`config.mk`:
```
export PLATFORM = sky130hd
export DESIGN_NAME = adc_result_monitor_stats
export DESIGN_NICKNAME = d
export VERILOG_FILES = /design/src/hw/adc_result_monitor_pkg.sv /design/src/hw/adc_result_monitor_stats.sv
export SDC_FILE = /design/constraint.sdc
export NUM_CORES = 2
export LEC_CHECK = 0
export CORE_MARGIN = 5
export CORE_UTILIZATION = 40
export DETAILED_ROUTE_END_ITERATION = 10
export DONT_BUFFER_PORTS = 1
export GPL_ROUTABILITY_DRIVEN = 0
export SLEW_MARGIN = 20
export SYNTH_ARGS = -nofsm -noshare
export SYNTH_HDL_FRONTEND = slang
export SYNTH_SLANG_ARGS = --single-unit
```
`constraint.sdc`:
```
create_clock -name clk_i -period 13.3 [get_ports clk_i]
set_clock_uncertainty 0.2 [all_clocks]
set_input_delay 1.33 -clock clk_i [delete_from_list [all_inputs] [get_ports clk_i]]
set_output_delay 1.33 -clock clk_i [all_outputs]
set_load 0.005 [all_outputs]
```
`src/hw/adc_result_monitor_pkg.sv`:
```
// constants and types for the conversion result monitor and statistics block
`default_nettype none
package adc_result_monitor_pkg;
   localparam int ADDR_W = 14;
   localparam logic [ADDR_W-1:0] UPPER_LIMIT_VALUE_ADDR = 14'h20b0;
   localparam logic [ADDR_W-1:0] UPPER_LIMIT_HYST_ADDR  = 14'h20b4;
   localparam logic [ADDR_W-1:0] RESULT_DELTA_ADDR      = 14'h20b8;
   localparam logic [ADDR_W-1:0] STATS_VARIANCE_ADDR    = 14'h21c0;
   localparam logic [ADDR_W-1:0] STATS_CONTROL_ADDR     = 14'h21c4;
   localparam logic [ADDR_W-1:0] STATS_MEAN_ADDR        = 14'h21c8;
   localparam logic [ADDR_W-1:0] IRQ_STATUS_ADDR        = 14'h21d0;
   localparam logic [ADDR_W-1:0] IRQ_CLEAR_ADDR         = 14'h21d4;
   localparam logic [ADDR_W-1:0] IRQ_ENABLE_ADDR        = 14'h21d8;

   localparam int OVER_LIMIT_BIT  = 5;
   localparam int DELTA_ERROR_BIT = 6;
   localparam int IRQ_W           = 7;
   localparam logic [IRQ_W-1:0] IRQ_USED_MASK = 7'h60;

   localparam int STATS_EN_BIT = 0;
   localparam int SEL_LO       = 4;
   localparam int SEL_HI       = 6;
   localparam int SIGMA_LO     = 7;
   localparam int SIGMA_HI     = 11;
   localparam int CTRL_W       = 12;
   localparam logic [CTRL_W-1:0] CTRL_WR_MASK = 12'hfff;

   localparam int ACC_W   = 23;
   localparam int SQ_W    = 39;
   localparam int CNT_W   = 8;
   localparam int SHIFT_W = 3;
   localparam int VAR_W   = 31;
   localparam logic [31:0] REG_RESET = 32'h0;

   typedef struct packed {
      logic                 wr;
      logic                 rd;
      logic [ADDR_W-1:0]    addr;
      logic [31:0]          wdata;
   } bus_req_s;

   typedef enum logic [1:0] {
      ST_IDLE    = 2'b00,
      ST_COLLECT = 2'b01,
      ST_FINISH  = 2'b11
   } stats_state_e;
endpackage
`default_nettype wire

```
`src/hw/adc_result_monitor_stats.sv`:
```
// result limit, delta checks and mean/variance statistics for conversion results
// How it works
// - a result above the upper limit value sets the over-limit flag (bit 5).
// - the over-limit flag stays set until a result falls below the limit minus the hysteresis value.
// - each result after the first since reset is compared with the previous one and a difference above the delta limit sets flag 6.
// - bit 0 of stats control enables the statistics unit; 0 stops it and clears its accumulators, while mean and variance keep their last values.
// - bits 6:4 choose 128, 64, 32, 16 or 8 samples per statistic for codes 0 to 4.
// - after each block the 16-bit mean is shown in the read-only mean register.
// - after each block the 31-bit variance is shown with bit 31 reading zero.
// - the upper limit value register holds the 16-bit limit used by the over-limit check.
//
// The address-and-strobe port was chosen for this implementation.
`timescale 1ns/100ps
`default_nettype none
module adc_result_monitor_stats
   import adc_result_monitor_pkg::*;
(
   input  wire logic              clk_i,
   input  wire logic              sys_rst_i,
   input  wire logic              result_valid_i,
   input  wire logic [15:0]       conversion_result_i,
   input  wire logic [ADDR_W-1:0] addr_i,
   input  wire logic [31:0]       wdata_i,
   input  wire logic              wr_i,
   input  wire logic              rd_i,
   output logic [31:0]            rdata_o,
   output logic                   irq_o
);

   bus_req_s           req;
   logic [15:0]        upper_limit_value_q;
   logic [15:0]        upper_limit_hysteresis_q;
   logic [15:0]        delta_limit_field_q;
   logic [CTRL_W-1:0]  stats_control_q;
   logic [IRQ_W-1:0]   irq_status_q;
   logic [IRQ_W-1:0]   irq_enable_q;
   logic [15:0]        prev_result_q;
   logic               prev_valid_q;
   logic               over_state_q;
   logic [15:0]        stats_mean_out_q;
   logic [VAR_W-1:0]   stats_variance_out_q;
   logic [ACC_W-1:0]   sum_q;
   logic [SQ_W-1:0]    sq_sum_q;
   logic [CNT_W-1:0]   count_q;
   stats_state_e       state_q;
   logic               over_set;
   logic               over_rel;
   logic               delta_set;
   logic [IRQ_W-1:0]   irq_set;
   logic [IRQ_W-1:0]   irq_clr;
   logic [SHIFT_W-1:0] shift;
   logic [CNT_W-1:0]   block_len;
   logic               stats_en;
   logic [IRQ_W-1:0]   irq_status_d;
   logic [31:0]        rdata_d;

   assign req = '{wr: wr_i, rd: rd_i, addr: addr_i, wdata: wdata_i};
   assign stats_en = stats_control_q[STATS_EN_BIT];

   // absolute difference of two unsigned results
   function automatic logic [16:0] abs_diff(input logic [15:0] a, input logic [15:0] b);
      abs_diff = (a > b) ? ({1'b0, a} - {1'b0, b}) : ({1'b0, b} - {1'b0, a});
   endfunction

   // log2 of the block length; codes above 4 fall back to 8 samples
   function automatic logic [SHIFT_W-1:0] sel_shift(input logic [SEL_HI-SEL_LO:0] sel);
      case (sel)
         3'h0:    sel_shift = 3'h7;
         3'h1:    sel_shift = 3'h6;
         3'h2:    sel_shift = 3'h5;
         3'h3:    sel_shift = 3'h4;
         default: sel_shift = 3'h3;
      endcase
   endfunction

   // codes 5 to 7 are undefined; treated as the shortest block
   assign shift     = sel_shift(stats_control_q[SEL_HI:SEL_LO]);
   assign block_len = CNT_W'(8'h1 << shift);

   // release level computed wide so a hysteresis above the limit cannot wrap
   assign over_set = result_valid_i && (conversion_result_i > upper_limit_value_q);
   assign over_rel = result_valid_i &&
                     ({1'b0, conversion_result_i} + {1'b0, upper_limit_hysteresis_q}
                      < {1'b0, upper_limit_value_q});
   assign delta_set = result_valid_i && prev_valid_q &&
                      (abs_diff(conversion_result_i, prev_result_q) > {1'b0, delta_limit_field_q});

   always_comb
   begin
      irq_set = '0;
      irq_set[OVER_LIMIT_BIT]  = over_set || (over_state_q && !over_rel);
      irq_set[DELTA_ERROR_BIT] = delta_set;
      irq_clr = (req.wr && req.addr == IRQ_CLEAR_ADDR) ? req.wdata[IRQ_W-1:0] : '0;
   end

   // next status, shared so the interrupt sees a set in the same edge
   assign irq_status_d = (irq_status_q & ~irq_clr) | irq_set;

   // upper limit value
   always_ff @(posedge clk_i or posedge sys_rst_i)
   begin
      if (sys_rst_i)
         upper_limit_value_q <= REG_RESET[15:0];
      else if (req.wr && req.addr == UPPER_LIMIT_VALUE_ADDR)
         upper_limit_value_q <= req.wdata[15:0];
   end

   // upper limit hysteresis
   always_ff @(posedge clk_i or posedge sys_rst_i)
   begin
      if (sys_rst_i)
         upper_limit_hysteresis_q <= REG_RESET[15:0];
      else if (req.wr && req.addr == UPPER_LIMIT_HYST_ADDR)
         upper_limit_hysteresis_q <= req.wdata[15:0];
   end

   // delta limit
   always_ff @(posedge clk_i or posedge sys_rst_i)
   begin
      if (sys_rst_i)
         delta_limit_field_q <= REG_RESET[15:0];
      else if (req.wr && req.addr == RESULT_DELTA_ADDR)
         delta_limit_field_q <= req.wdata[15:0];
   end

   // stats control, reserved bits 3:1 kept read/write
   always_ff @(posedge clk_i or posedge sys_rst_i)
   begin
      if (sys_rst_i)
         stats_control_q <= REG_RESET[CTRL_W-1:0];
      else if (req.wr && req.addr == STATS_CONTROL_ADDR)
         stats_control_q <= req.wdata[CTRL_W-1:0] & CTRL_WR_MASK;
   end

   // interrupt enable, only the two used flags
   always_ff @(posedge clk_i or posedge sys_rst_i)
   begin
      if (sys_rst_i)
         irq_enable_q <= REG_RESET[IRQ_W-1:0];
      else if (req.wr && req.addr == IRQ_ENABLE_ADDR)
         irq_enable_q <= req.wdata[IRQ_W-1:0] & IRQ_USED_MASK;
   end

   // hysteresis state: held from a crossing until the release level is seen
   always_ff @(posedge clk_i or posedge sys_rst_i)
   begin
      if (sys_rst_i)
         over_state_q <= 1'b0;
      else if (over_set)
         over_state_q <= 1'b1;
      else if (over_rel)
         over_state_q <= 1'b0;
   end

   // previous result for the delta check; first result after reset has no partner
   always_ff @(posedge clk_i or posedge sys_rst_i)
   begin
      if (sys_rst_i)
      begin
         prev_result_q <= REG_RESET[15:0];
         prev_valid_q  <= 1'b0;
      end
      else if (result_valid_i)
      begin
         prev_result_q <= conversion_result_i;
         prev_valid_q  <= 1'b1;
      end
   end

   // sticky status; a set in the clear cycle wins.  a still-high over-limit re-sets
   always_ff @(posedge clk_i or posedge sys_rst_i)
   begin
      if (sys_rst_i)
         irq_status_q <= REG_RESET[IRQ_W-1:0];
      else
         irq_status_q <= irq_status_d;
   end

   // level interrupt, registered so the pin comes straight from a flop
   always_ff @(posedge clk_i or posedge sys_rst_i)
   begin
      if (sys_rst_i)
         irq_o <= 1'b0;
      else
         irq_o <= |(irq_status_d & irq_enable_q);
   end

   // statistics: sum and sum of squares, var = E[x^2] - mean^2
   always_ff @(posedge clk_i or posedge sys_rst_i)
   begin
      if (sys_rst_i)
      begin
         state_q  <= ST_IDLE;
         sum_q    <= '0;
         sq_sum_q <= '0;
         count_q  <= '0;
      end
      else
      begin
         case (state_q)
            ST_IDLE:
            begin
               // disabled: accumulators held empty so a re-enable starts clean
               sum_q    <= '0;
               sq_sum_q <= '0;
               count_q  <= '0;
               if (stats_en)
                  state_q <= ST_COLLECT;
            end
            ST_COLLECT:
            begin
               if (!stats_en)
                  state_q <= ST_IDLE;
               else if (result_valid_i)
               begin
                  sum_q    <= sum_q + ACC_W'(conversion_result_i);
                  // full 32-bit squares; 128 of them still fit in 39 bits
                  sq_sum_q <= sq_sum_q + (SQ_W'(conversion_result_i) * SQ_W'(conversion_result_i));
                  count_q  <= count_q + 8'h1;
                  if (count_q + 8'h1 == block_len)
                     state_q <= ST_FINISH;
               end
            end
            ST_FINISH:
            begin
               // one cycle to publish; a result arriving here is not counted
               state_q <= stats_en ? ST_COLLECT : ST_IDLE;
               sum_q    <= '0;
               sq_sum_q <= '0;
               count_q  <= '0;
            end
            default:
               state_q <= ST_IDLE;
         endcase
      end
   end

   logic [15:0]     mean_w;
   logic [SQ_W-1:0] msq_w;
   logic [SQ_W-1:0] mean_sq_w;
   assign mean_w    = 16'(sum_q >> shift);
   assign msq_w     = sq_sum_q >> shift;
   // widened before multiplying, a 16-bit product would lose the top half
   assign mean_sq_w = SQ_W'(mean_w) * SQ_W'(mean_w);

   always_ff @(posedge clk_i or posedge sys_rst_i)
   begin
      if (sys_rst_i)
      begin
         stats_mean_out_q     <= REG_RESET[15:0];
         stats_variance_out_q <= REG_RESET[VAR_W-1:0];
      end
      else if (state_q == ST_FINISH)
      begin
         stats_mean_out_q     <= mean_w;
         stats_variance_out_q <= (msq_w > mean_sq_w) ? VAR_W'(msq_w - mean_sq_w) : '0;
      end
   end

   // read decode; unmapped and write-only addresses read as zero
   always_comb
   begin
      rdata_d = REG_RESET;
      if (!req.rd)
         rdata_d = REG_RESET;
      else if (req.addr == UPPER_LIMIT_VALUE_ADDR)
         rdata_d = {16'h0, upper_limit_value_q};
      else if (req.addr == UPPER_LIMIT_HYST_ADDR)
         rdata_d = {16'h0, upper_limit_hysteresis_q};
      else if (req.addr == RESULT_DELTA_ADDR)
         rdata_d = {16'h0, delta_limit_field_q};
      else if (req.addr == STATS_VARIANCE_ADDR)
         rdata_d = {1'b0, stats_variance_out_q};
      else if (req.addr == STATS_CONTROL_ADDR)
         rdata_d = {20'h0, stats_control_q};
      else if (req.addr == STATS_MEAN_ADDR)
         rdata_d = {16'h0, stats_mean_out_q};
      else if (req.addr == IRQ_STATUS_ADDR)
         rdata_d = {25'h0, irq_status_q};
      else if (req.addr == IRQ_ENABLE_ADDR)
         rdata_d = {25'h0, irq_enable_q};
      else
         rdata_d = REG_RESET;
   end

   // read data, one cycle after the strobe, zero otherwise
   always_ff @(posedge clk_i or posedge sys_rst_i)
   begin
      if (sys_rst_i)
         rdata_o <= REG_RESET;
      else
         rdata_o <= rdata_d;
   end

endmodule
`default_nettype wire

```
==> impl_metrics.yaml <==
outcome:
  status: "complete, no violations"
worst_setup_path:
  endpoint_kind: "flip-flop"
  slowest_stage: "fa_1"
  ff2ff_path_depth: 38
  worst_r2r_startpoint: "stats_control_q[4]"
  cp-start-kind: "flip-flop"
  arrival_ps: 11580
  critPathMaxStageDelay_ps: 730
  crit_required_ps: 13630
  reg2reg_to: "stats_variance_out_q[18]"
  critPathKind: "reg2reg"
  crit_buf_inv: 8
  crit_fanout: 46
  reg2reg_slack_ps: 2050
  cp_top_family: "adder cells"
  cp_common_cell: "fa_1"
global_routing:
  grt_usage_pct: 21.0
  grt_pass1_vias: 25526
  overflow: 0
  grt_max_degree: 107
  antenna_found_initial: 1
  grt_pass1_wl_um: 145000
logic_synthesis:
  ys_async_sr_fraction_pct: 100
  syn_nets: 4491
  synth-seq-cells: 238
  avgSynthCellArea_um2: 8.73
  syn_inst: 3709
  syn_area_um2: 32400
  synth_seq_area_share_pct: 18.4
  synth_top_flop_cell: "dfrtp_1"
  synthDistinctLibCells: 95
  yosysWarnings: 0
  synth-edff-count: 0
final_layout:
  seq_area_um2: 5960
  final_cells: 4723
  final_layout_size_suffix_gt1_share_pct: 6.06
  final_common_cell: "inv_1"
  layout_common_cells: "inv_1 (662), nand2_1 (360), fa_1 (360)"
  multi_input_area_um2: 23400
  num-fill-cells: 7974
  antennaDiodeCount: 0
  syn2layout_area_growth_pct: 6.31
  nets: 4424
die:
  core_area_um2: 80400
  fp.dieW_um: 295
  io_pins: 100
  initial_core_util_pct: 40.3
  die_h_um: 295
  die-area_um2: 86700
  rows: 104
clock_network:
  clockRootBuffer: "clkbuf_16"
  cts_sinks: 238
  clock_latency_ps: 610
  cts_tree: "yes"
  postCtsResizedCells: 0
  clock_path_buffers: 3
  htree_levels: 1
  clkSlewWorstSetupHoldPaths_ps: 60
  cts_setup_buffers: 0
  cts_inserted_buffers: 29
  hold_buffers: 0
power_and_ir_drop:
  switching_share_pct: 53.9
  power_frac_seq_pct: 10.6
  irDropWorstVdd_v: 0.000361
  power_frac_clock_pct: 9.4
  p_total_mw: 8.86
  p_leak_nw: 17.7
  power_density_nw_per_um2: 257
  switchingPower_mw: 4.78
  pwr-share-comb_pct: 80.0
  p_int_mw: 4.08
worst_hold_path:
  hold_end: "sum_q[0]"
  hold_depth: 2
  holdCritStartpoint: "sum_q[0]"
  hp-class: "reg2reg"
sta:
  fmax_mhz: 88.9
  worst_pin_slew_ps: 1110
  finalSetupTns_ps: 0
  final-hold-violation-count: 0
  rsz0062_at_grt: "false"
  slew_headroom_pct: 25.9
  slew_viol_final: 0
  finalCriticalPeriod_ps: 11250
  timing.final.crit_share_pct: 84.6
  setup_viol_count_final: 0
placed_design:
  post-dp-hpwl_um: 71400
  port_buffers: 0
  placedCellCount: 4671
route:
  dr.pass1.iters: 5
  via_per_inst: 5.35
  via_count: 25281
  drc_errors: 0
  wl_per_cell_um: 19.3
  drtAntennaViolNets: 0
  routed_wl_um: 91100
  drt_iter0_markers: 1460
flow_run:
  maxCapViolations: 0
[flip-flops by register name, indices dropped and copies added, names as in the netlist, 8 cells and up]
register	flops
sq_sum_q	39
rdata_o	31
stats_variance_out_q	31
sum_q	23
delta_limit_field_q	16
prev_result_q	16
stats_mean_out_q	16
upper_limit_hysteresis_q	16
upper_limit_value_q	16
stats_control_q	12
count_q	8
[through the flow]
stage / worst slack (ps) / utilization (%) / instance area (µm²) / hold WS, ps
global route: 1350 / 42.8 / 34400 / 307
CTS: 2050 / 42.8 / 34400 / 274
floorplan: 3660 / - / 32400 / 237
global placement: 2200 / 41.6 / 33400 / 253
detailed placement: 2050 / 41.6 / 33400 / 261
finish: 2050 / 42.8 / 34400 / 273
[worst register-to-register path: cells and delay by family (launching register included)]
family	cells	cell delay (ps)
XOR/XNOR	1	90
multiplexers	1	190
flip-flops	1	570
adder cells (fa/ha/maj)	8	4020
buffers and inverters	8	1860
AO/OA/AOI/OAI	11	2390
AND/OR/NAND/NOR	9	1850
[per-layer routing]
layer  GRT usage, %  wire length (µm)  share of wire [%]  up-vias
li1               -                 -                  -    12125
met1           28.6             40000                 44    12491
met2           35.9             43600                 48      534
met3           1.73              4230                4.6      131
met4           6.54              3300                3.6        0
met5              0                 0                  0        -
[how the worst max path moves through the flow]
stage	startpoint	to	slack [ps]	cells after the start
finish	stats_control_q[4]	stats_variance_out_q[18]	2050	38
CTS	stats_control_q[4]	stats_variance_out_q[18]	2050	38
detailed placement	stats_control_q[4]	stats_variance_out_q[18]	2050	38
global placement	stats_control_q[4]	stats_variance_out_q[18]	2200	38
global route	stats_control_q[4]	stats_variance_out_q[18]	1350	38
floorplan	stats_control_q[6]	stats_variance_out_q[23]	3660	44
[Yosys cell counts, types with 21 or more instances]
| library cell | number | area [µm²] |
|---|---|---|
| nand4_1 | 21 | 131 |
| mux2i_1 | 49 | 490 |
| a21oi_1 | 199 | 996 |
| dfrtp_1 | 238 | 5960 |
| o21ai_1 | 21 | 105 |
| clkbuf_1 | 107 | 402 |
| nor2_1 | 252 | 946 |
| nand3_1 | 80 | 400 |
| nand2_1 | 360 | 1350 |
| inv_1 | 663 | 2490 |
| nor2b_1 | 27 | 169 |
| xor2_1 | 58 | 508 |
| nand2b_1 | 33 | 206 |
| ha_1 | 355 | 4440 |
| mux2_2 | 80 | 901 |
| nor3_1 | 57 | 285 |
| o21ai_0 | 177 | 886 |
| a31oi_1 | 21 | 131 |
| and3_1 | 38 | 238 |
| fa_1 | 360 | 7210 |
| a211oi_1 | 23 | 173 |
| a21o_1 | 70 | 526 |
| xnor2_1 | 81 | 709 |
[area by class of cell]
class / instances / share of cell area (%)
Tap cell: 1060 / 3.85
Clock buffer: 38 / 2.32
Clock inverter: 14 / 0.531
Inverter: 681 / 7.45
Sequential cell: 238 / 17.3
Timing Repair Buffer: 30 / 0.654
Multi-Input combinational cell: 2662 / 67.9
[power groups by stage]
stage / Combinational (mW) / Clock [mW] / Sequential (mW)
6_report: 7.09 / 0.834 / 0.939
5_1_grt: 7.93 / 0.877 / 0.953
4_1_cts: 7.08 / 0.850 / 0.939
3_5_place_dp: 7.02 / 0 / 0.952
3_3_place_gp: 6.99 / 0 / 0.950
2_1_floorplan: 5.34 / 0 / 0.911
[kinds of logic (layout without fill, tap and decap cells)]
family / Yosys count / count (layout) / synth area share, %
AOI/OAI and AO/OA: 722 / 722 / 14.3
xor gates and xnor gates: 139 / 139 / 3.76
adders and majority gates: 715 / 715 / 36.0
buffers and inverters: 809 / 763 / 9.50
DFF: 238 / 238 / 18.4
muxes: 135 / 135 / 4.71
other: 1 / 1 / 0.0116
and+or+nand+nor: 950 / 950 / 13.3
(Power assumes the default switching activity.)
